## src/rtl/qbs_map.svh

```systemverilog
/*
 * constants of the burst sram link: beat timing and controller register map
 * assumes one pclk edge per input clock rise, positive and negative alternating
 */
`ifndef QBS_MAP_SVH
`define QBS_MAP_SVH

// burst shape, in link beats (one beat per pclk edge)
`define QBS_BURST          4
`define QBS_WR_FIRST       2
`define QBS_LAT_PLL_ON     5
`define QBS_LAT_PLL_OFF    2

// controller register byte offsets
`define QBS_REG_CTRL       8'h00
`define QBS_REG_CMD        8'h04
`define QBS_REG_RADDR      8'h08
`define QBS_REG_WADDR      8'h0C
`define QBS_REG_WDATA      8'h10
`define QBS_REG_RDATA      8'h20

// field positions
`define QBS_CTRL_PLL_BIT   0
`define QBS_CMD_RD_BIT     0
`define QBS_CMD_WR_BIT     1

// reset values
`define QBS_CTRL_RESET     1'h1

`endif

```

## src/rtl/qbs_link_if.sv

```systemverilog
/*
 * link between the burst sram and its controller, one modport per end
 * assumes both ends run on the same pclk; q is qualified by q_oe
 */
`timescale 1ns/100ps

interface qbs_link_if #(
    parameter int ADDR_W = 20,
    parameter int WORD_W = 18,
    parameter int NB     = 2
);
    logic              k_rise;        // this beat is a positive clock rise
    logic              pll_disable_n; // high: long latency mode
    logic              rps_n;
    logic              wps_n;
    logic [ADDR_W-1:0] addr;
    logic [WORD_W-1:0] d;
    logic [NB-1:0]     bws_n;
    logic [WORD_W-1:0] q;
    logic              q_oe;          // high while q is driven

    modport dev (
        input  k_rise, pll_disable_n, rps_n, wps_n, addr, d, bws_n,
        output q, q_oe
    );
    modport ctrl (
        output k_rise, pll_disable_n, rps_n, wps_n, addr, d, bws_n,
        input  q, q_oe
    );
endinterface : qbs_link_if

```

## src/rtl/qbs_sram_ctrl.sv

```systemverilog
/*
 * controller end: apb registers drive single read and write bursts
 * assumes an apb master on pclk and the sram device on the link
 */
`timescale 1ns/100ps
`include "qbs_map.svh"

module qbs_sram_ctrl #(
    parameter int ADDR_W = 20,
    parameter int WORD_W = 18,
    parameter int BYTE_W = 9
) (
    // clock and reset
    input  logic        pclk,
    input  logic        presetn,
    input  logic        ce,
    // apb slave
    input  logic        psel,
    input  logic        penable,
    input  logic        pwrite,
    input  logic [7:0]  paddr,
    input  logic [31:0] pwdata,
    output logic [31:0] prdata,
    output logic        pready,
    output logic        pslverr,
    // link to the device
    qbs_link_if.ctrl    lnk
);
    localparam int NB = WORD_W / BYTE_W;

    typedef struct packed {
        logic                   k_rise;
        logic                   rps_n;
        logic                   wps_n;
        logic [ADDR_W-1:0]      addr;
        logic [WORD_W-1:0]      d;
        logic [NB-1:0]          bws_n;
        logic                   pll_dis_n;
        logic                   pend_rd;
        logic                   pend_wr;
        logic                   last_rd;
        logic [ADDR_W-1:0]      raddr;
        logic [ADDR_W-1:0]      waddr;
        logic [3:0][WORD_W-1:0] wdata;
        logic [3:0][NB-1:0]     wben;
        logic [3:0][WORD_W-1:0] rdata;
        logic                   rd_act;
        logic [3:0]             rd_cnt;
        logic                   wr_act;
        logic [2:0]             wr_cnt;
        logic [31:0]            prdata;
        logic                   pslverr;
    } qbs_ctrl_st_t;

    qbs_ctrl_st_t r;
    qbs_ctrl_st_t next_r;

    // next state: apb decode, burst issue and data capture
    always_comb
    begin
        logic [3:0] lat;
        logic [3:0] widx;
        logic       go_rd;
        logic       hit;
        lat    = r.pll_dis_n ? 4'(`QBS_LAT_PLL_ON) : 4'(`QBS_LAT_PLL_OFF);
        widx   = paddr[5:2] & 4'h3;
        go_rd  = 1'b0;
        hit    = 1'b1;
        next_r = r;

        // registered read data, ready for the access phase
        if (psel && !penable)
        begin
            next_r.prdata = 32'h0;
            case (paddr)
                `QBS_REG_CTRL:
                    next_r.prdata[`QBS_CTRL_PLL_BIT] = r.pll_dis_n;
                `QBS_REG_CMD:
                    next_r.prdata[1:0] = {r.pend_wr | r.wr_act,
                                          r.pend_rd | r.rd_act};
                `QBS_REG_RADDR: next_r.prdata[ADDR_W-1:0] = r.raddr;
                `QBS_REG_WADDR: next_r.prdata[ADDR_W-1:0] = r.waddr;
                default:
                begin
                    if (paddr[7:4] == `QBS_REG_WDATA >> 4)
                        next_r.prdata[WORD_W+NB-1:0] =
                            {r.wben[widx[1:0]], r.wdata[widx[1:0]]};
                    else if (paddr[7:4] == `QBS_REG_RDATA >> 4)
                        next_r.prdata[WORD_W-1:0] = r.rdata[widx[1:0]];
                    else
                        hit = 1'b0;
                end
            endcase
            next_r.pslverr = !hit || paddr[1:0] != 2'h0;
        end

        // apb write takes effect at the access edge only
        if (psel && penable && pwrite && !r.pslverr)
        begin
            case (paddr)
                `QBS_REG_CTRL: next_r.pll_dis_n = pwdata[`QBS_CTRL_PLL_BIT];
                `QBS_REG_CMD:
                begin
                    // ignored while that port is busy
                    if (pwdata[`QBS_CMD_RD_BIT] && !r.pend_rd && !r.rd_act)
                        next_r.pend_rd = 1'b1;
                    if (pwdata[`QBS_CMD_WR_BIT] && !r.pend_wr && !r.wr_act)
                        next_r.pend_wr = 1'b1;
                end
                `QBS_REG_RADDR: next_r.raddr = pwdata[ADDR_W-1:0];
                `QBS_REG_WADDR: next_r.waddr = pwdata[ADDR_W-1:0];
                default:
                begin
                    if (paddr[7:4] == `QBS_REG_WDATA >> 4)
                    begin
                        next_r.wdata[widx[1:0]] = pwdata[WORD_W-1:0];
                        next_r.wben[widx[1:0]]  = pwdata[WORD_W +: NB];
                    end
                end
            endcase
        end

        // beat phase and one select per positive rise
        next_r.k_rise = !r.k_rise;
        next_r.rps_n  = 1'b1;
        next_r.wps_n  = 1'b1;
        if (!r.k_rise)
        begin
            go_rd = r.pend_rd && !(r.last_rd && r.pend_wr);
            next_r.last_rd = go_rd;
            if (go_rd)
            begin
                next_r.rps_n   = 1'b0;
                next_r.addr    = r.raddr;
                next_r.pend_rd = 1'b0;
                next_r.rd_act  = 1'b1;
                next_r.rd_cnt  = 4'h0;
            end
            else if (r.pend_wr)
            begin
                next_r.wps_n   = 1'b0;
                next_r.addr    = r.waddr;
                next_r.pend_wr = 1'b0;
                next_r.wr_act  = 1'b1;
                next_r.wr_cnt  = 3'h0;
            end
        end

        // read: take each word one beat after the device launches it
        if (r.rd_act)
        begin
            next_r.rd_cnt = r.rd_cnt + 4'h1;
            if (r.rd_cnt > lat)
                next_r.rdata[2'(r.rd_cnt - lat - 4'h1)] = lnk.q;
            if (r.rd_cnt == lat + 4'h4)
                next_r.rd_act = 1'b0; // spacing kept by busy
        end

        // write: each word set up one beat before the device samples it,
        // first word sampled on the positive rise after the request
        if (r.wr_act)
        begin
            next_r.wr_cnt = r.wr_cnt + 3'h1;
            if (r.wr_cnt == 3'h5)
                next_r.wr_act = 1'b0; // spacing kept by busy
            else if (r.wr_cnt != 3'h0)
            begin
                next_r.d     = r.wdata[2'(r.wr_cnt - 3'h1)];
                next_r.bws_n = ~r.wben[2'(r.wr_cnt - 3'h1)];
            end
        end
    end

    // state register, frozen while ce is low
    always_ff @(posedge pclk or negedge presetn)
    begin
        if (!presetn)
        begin
            r           <= '0;
            r.rps_n     <= 1'b1;
            r.wps_n     <= 1'b1;
            r.bws_n     <= '1;
            r.pll_dis_n <= `QBS_CTRL_RESET;
        end
        else if (ce)
            r <= next_r;
    end

    assign prdata            = r.prdata;
    assign pslverr           = r.pslverr;
    assign pready            = 1'b1; // zero wait states
    assign lnk.k_rise        = r.k_rise;
    assign lnk.pll_disable_n = r.pll_dis_n;
    assign lnk.rps_n         = r.rps_n;
    assign lnk.wps_n         = r.wps_n;
    assign lnk.addr          = r.addr;
    assign lnk.d             = r.d;
    assign lnk.bws_n         = r.bws_n;

endmodule : qbs_sram_ctrl

```

## src/flat_wrapper.sv

```systemverilog
// flat-port wrapper written by rule: the top's interface ports become plain ports
module qbs_sram_ctrl_flat 
#(
    parameter int ADDR_W = 20,
    parameter int WORD_W = 18,
    parameter int BYTE_W = 9
)
  (pclk, presetn, ce, psel, penable, pwrite, paddr, pwdata, prdata, pready, pslverr, lnk_k_rise, lnk_pll_disable_n, lnk_rps_n, lnk_wps_n, lnk_addr, lnk_d, lnk_bws_n, lnk_q, lnk_q_oe);
  qbs_link_if #(.ADDR_W(ADDR_W), .WORD_W(WORD_W)) lnk_i ();
  input  logic pclk;
  input  logic presetn;
  input  logic ce;
  input  logic psel;
  input  logic penable;
  input  logic pwrite;
  input  logic [7:0] paddr;
  input  logic [31:0] pwdata;
  output logic [31:0] prdata;
  output logic pready;
  output logic pslverr;
  output wire logic [$bits(lnk_i.k_rise)-1:0] lnk_k_rise;
  output wire logic [$bits(lnk_i.pll_disable_n)-1:0] lnk_pll_disable_n;
  output wire logic [$bits(lnk_i.rps_n)-1:0] lnk_rps_n;
  output wire logic [$bits(lnk_i.wps_n)-1:0] lnk_wps_n;
  output wire logic [$bits(lnk_i.addr)-1:0] lnk_addr;
  output wire logic [$bits(lnk_i.d)-1:0] lnk_d;
  output wire logic [$bits(lnk_i.bws_n)-1:0] lnk_bws_n;
  input wire logic [$bits(lnk_i.q)-1:0] lnk_q;
  input wire logic [$bits(lnk_i.q_oe)-1:0] lnk_q_oe;
  assign lnk_k_rise = lnk_i.k_rise;
  assign lnk_pll_disable_n = lnk_i.pll_disable_n;
  assign lnk_rps_n = lnk_i.rps_n;
  assign lnk_wps_n = lnk_i.wps_n;
  assign lnk_addr = lnk_i.addr;
  assign lnk_d = lnk_i.d;
  assign lnk_bws_n = lnk_i.bws_n;
  assign lnk_i.q = lnk_q;
  assign lnk_i.q_oe = lnk_q_oe;
  qbs_sram_ctrl #(.ADDR_W(ADDR_W), .WORD_W(WORD_W), .BYTE_W(BYTE_W)) u_core (.pclk(pclk), .presetn(presetn), .ce(ce), .psel(psel), .penable(penable), .pwrite(pwrite), .paddr(paddr), .pwdata(pwdata), .prdata(prdata), .pready(pready), .pslverr(pslverr), .lnk(lnk_i));
endmodule
```

## config.mk

```make
export PLATFORM = sky130hd
export DESIGN_NAME = qbs_sram_ctrl_flat
export DESIGN_NICKNAME = d
export VERILOG_FILES = /design/src/rtl/qbs_link_if.sv /design/src/rtl/qbs_sram_ctrl.sv /design/src/flat_wrapper.sv
export VERILOG_INCLUDE_DIRS = /design/src /design/src/rtl
export SDC_FILE = /design/constraint.sdc
export NUM_CORES = 1
export LEC_CHECK = 0
export BUFFER_PORTS_ARGS = -buffer_cell sky130_fd_sc_hd__buf_2
export CAP_MARGIN = 20
export CORE_MARGIN = 1
export CORE_UTILIZATION = 30
export CTS_CLUSTER_DIAMETER = 30
export DETAILED_ROUTE_END_ITERATION = 7
export HOLD_SLACK_MARGIN = 0.15
export SYNTH_ARGS = -nofsm -noshare
export SYNTH_HDL_FRONTEND = slang
export SYNTH_SLANG_ARGS = --single-unit
export TNS_END_PERCENT = 1
```

## constraint.sdc

```tcl
create_clock -name pclk -period 4.15 [get_ports pclk]
set_input_delay 1.245 -clock pclk [delete_from_list [all_inputs] [get_ports pclk]]
set_output_delay 1.245 -clock pclk [all_outputs]
set_load 0.02 [all_outputs]
```

==> run_results.csv <==
group,metric,value,unit
global_route,antenna_found_initial,4,
drt,viasPerCell,4.88,
timing,fin_skew,14.6,ps
layout,syn_to_final_growth,23.3,%
placed_design,numPortBuffers,116,
logic_synthesis,avgSynthCellArea,13.6,sq um
setup_path,endpoint_kind,"flip-flop",
drt,totalWireLength,33.4,mm
min_path,whs_path_depth,2,
setup_path,critPathKind,"input port to flip-flop",
global_route,grt_usage,15.6,%
power_and_ir_drop,cell_internal_pwr,6.45,mW
clocking,cts_setup_buffers,0,
drt,via_count,8190,
layout,seqCellArea,6740,sq um
setup_path,worstSetupStartpointType,"input port",
timing,drv_slew,0,
global_route,grt_pass1_vias,8549,
placed_design,gp_congestion,0.715,
clocking,clock_sinks,269,
power_and_ir_drop,p_leak,7.64,nW
outcome,status,"completed",
layout,drive_gt1_share,51.2,%
timing,whs,471,ps
logic_synthesis,synth.distinct_cells,44,
logic_synthesis,yosysSeqAreaShare,51.7,%
setup_path,critical_path_peak_fanout,20,
logic_synthesis,synth.area.top_cells,"dfrtp_1 51%, mux2_2 18%, mux4_2 10%",
clocking,clk_latency,560,ps
layout,nets,1125,
power_and_ir_drop,p_sw,2.12,mW
die,dieHeight,210,um
placed_design,dp.final_hpwl,22.1,mm
setup_path,ff2ff_path_depth,6,
power_and_ir_drop,seqPwrFrac,32.7,%
logic_synthesis,synth.cell_area,13000,sq um
setup_path,arrival,3480,ps
min_path,hp-start,"u_core.lnk.bws_n[0]$_DFFE_PN1P_",
setup_path,crit_required,4580,ps
power_and_ir_drop,combPwrFrac,9.8,%
power_and_ir_drop,power_density,534,nW/um^2
setup_path,r2r_end,"u_core.lnk.d[1]$_DFFE_PN0P_",
die,rows,75,
timing,hold_viol,0,
die,dieArea,44200,sq um
logic_synthesis,synth_top_area_share,50.7,%
run,max-cap-violations,0,
clocking,cts_buffers,60,
layout,final_common_cell,"dfrtp_1",
drt,final_antenna_net_count,0,
power_and_ir_drop,clkPwrFrac,57.5,%
drt,routedWlPerCell,19.9,um
die,fp.dieW,210,um
layout,utilization,37.8,%
global_route,grt_pass1_wl,52.4,mm
timing,setup-tns-final,0,ps
drt,first_iter_violations,449,
logic_synthesis,yosysWarningCount,0,
die,initial_utilization,30.7,%
clocking,cts_resized,0,
clocking,root_buffer,"clkbuf_16",
logic_synthesis,ys_ff_latch,269,
layout,multi_input_area,5510,sq um
clocking,postCtsHoldBufs,0,
timing,fin_crit_sh,73.4,%
clocking,htree_num_levels,2,
global_route,overflow,0,
setup_path,r2r-start,"u_core.r[33]$_DFFE_PN0P_",
die,coreArea,42400,sq um
logic_synthesis,synthesis.instances,957,
timing,fmax,328,MHz
timing,max-slew-margin-rel,31.4,%
layout,final_cell_mix,"264 x dfrtp_1, 209 x mux2_2, 115 x buf_2, 61 x clkbuf_16, 59 x mux4_2",
logic_synthesis,synth_area_leader_cell,"dfrtp_1",
global_route,grt_max_degree,102,
clocking,path_clk_slew,50,ps
die,ioPinCount,143,
timing,grt_setup_unrepaired,"false",
power_and_ir_drop,power.share.switching,24.7,%
power_and_ir_drop,ir_drop,0.000339,V
min_path,min_to,"u_core.lnk.bws_n[0]$_DFFE_PN1P_",
clocking,cts_buffer_depth,3,
timing,layout_min_cycle_time,3050,ps
drt,drt_pass1_iterations,4,
clocking,cts_tree,"built",
drt,drc,0,
timing,worst_pin_slew,1030,ps
layout,nFillCells,4128,
setup_path,r2r_slack,1500,ps
min_path,min-delay-path-class,"flip-flop to flip-flop",
timing,final-setup-viol-count,0,
## area by class of cell
type | count | share of cell area (%)
repair buffers | 154 | 5.61
well taps | 577 | 4.50
diodes | 1 | 0.0156
inverters | 9 | 0.211
flip-flops and latches | 269 | 42.0
multi-input cells | 558 | 34.3
clock inverters | 37 | 2.87
clock buffers | 74 | 10.5
## cells in the mapped netlist, drive strengths merged
cell and number:
nand4 1, nand3 31, ha 8, nor3 2, nand2 57, nand3b 3, a22oi 20, a31oi 37
o21ai 10, buf 96, and3 3, conb 2, mux4 59, a21oi 7, and3b 2, a22o 2
or4 1, a32o 1, mux2 229, o2111ai 1, dfstp 5, o311ai 1, nor3b 3, xor2 3
and2 2, o41ai 1, nand2b 3, o22ai 2, mux2i 1, nor2 45, or2 1, dfrtp 264
clkbuf 36, inv 9, o21a 4, nor4b 2, nor2b 3
## sequential cells by signal, indices dropped and copies added (netlist names)
signal and count:
u_core.lnk.k_rise 1, u_core.prdata 20, u_core.lnk.d 18, u_core.lnk.bws_n 2, u_core.r 204, u_core.lnk.addr 20
u_core.pslverr 1, u_core.lnk.pll_disable_n 1, u_core.lnk.rps_n 1, u_core.lnk.wps_n 1
## power groups by stage
stage	Combinational (mW)	Sequential, mW	Clock (mW)
finish	0.844	2.80	4.92
global route	0.926	2.81	5.16
CTS	0.868	2.80	5.01
detailed placement	0.867	2.84	0
global placement	0.855	2.84	0
floorplan	0.597	2.82	0
## worst max path at each step
stage | start | to | slack, ps
finish | paddr[7] | u_core.r[207]$_DFFE_PN0P_ | 1100
global route | paddr[7] | u_core.r[200]$_DFFE_PN0P_ | 1030
CTS | paddr[7] | u_core.r[207]$_DFFE_PN0P_ | 1110
detailed placement | paddr[7] | u_core.r[209]$_DFFE_PN0P_ | 520
global placement | paddr[7] | u_core.r[207]$_DFFE_PN0P_ | 540
floorplan | paddr[7] | u_core.r[194]$_DFFE_PN0P_ | 1260
## critical path: stages
cell     delay (ps)
buf_2           130
or4_4           550
nor3_4          290
and2_1          460
nand2_4         380
mux2_4          400
## through the flow
step                cells  power, mW  setup WS [ps]  cell area (sq um)
detailed placement   1567       3.71            524              13900
global placement     1567       3.69            544              13900
global route         1679       8.90           1030              16000
CTS                  1678       8.68           1110              16000
floorplan             968       3.42           1260              13100
finish               1679       8.57           1100              16000
## routing by layer
| layer | track usage [%] | wire [um] |
|---|---|---|
| met5 | 0 | 34 |
| met2 | 24.2 | 15600 |
| met3 | 4.35 | 2540 |
| met1 | 21.1 | 14700 |
| met4 | 4.83 | 570 |
## cells by family (layout without fill, tap and decap cells)
group	Yosys count	after routing	synth area share, %
flops	269	269	51.7
mux	289	289	30.7
other cells	2	14	0.0577
buf+inv	141	274	6.51
xor+xnor	3	3	0.202
compound gates	86	86	4.32
simple gates	159	159	5.73
fa+ha+maj	8	8	0.769
Note: power is estimated with default switching activity, not from simulation.
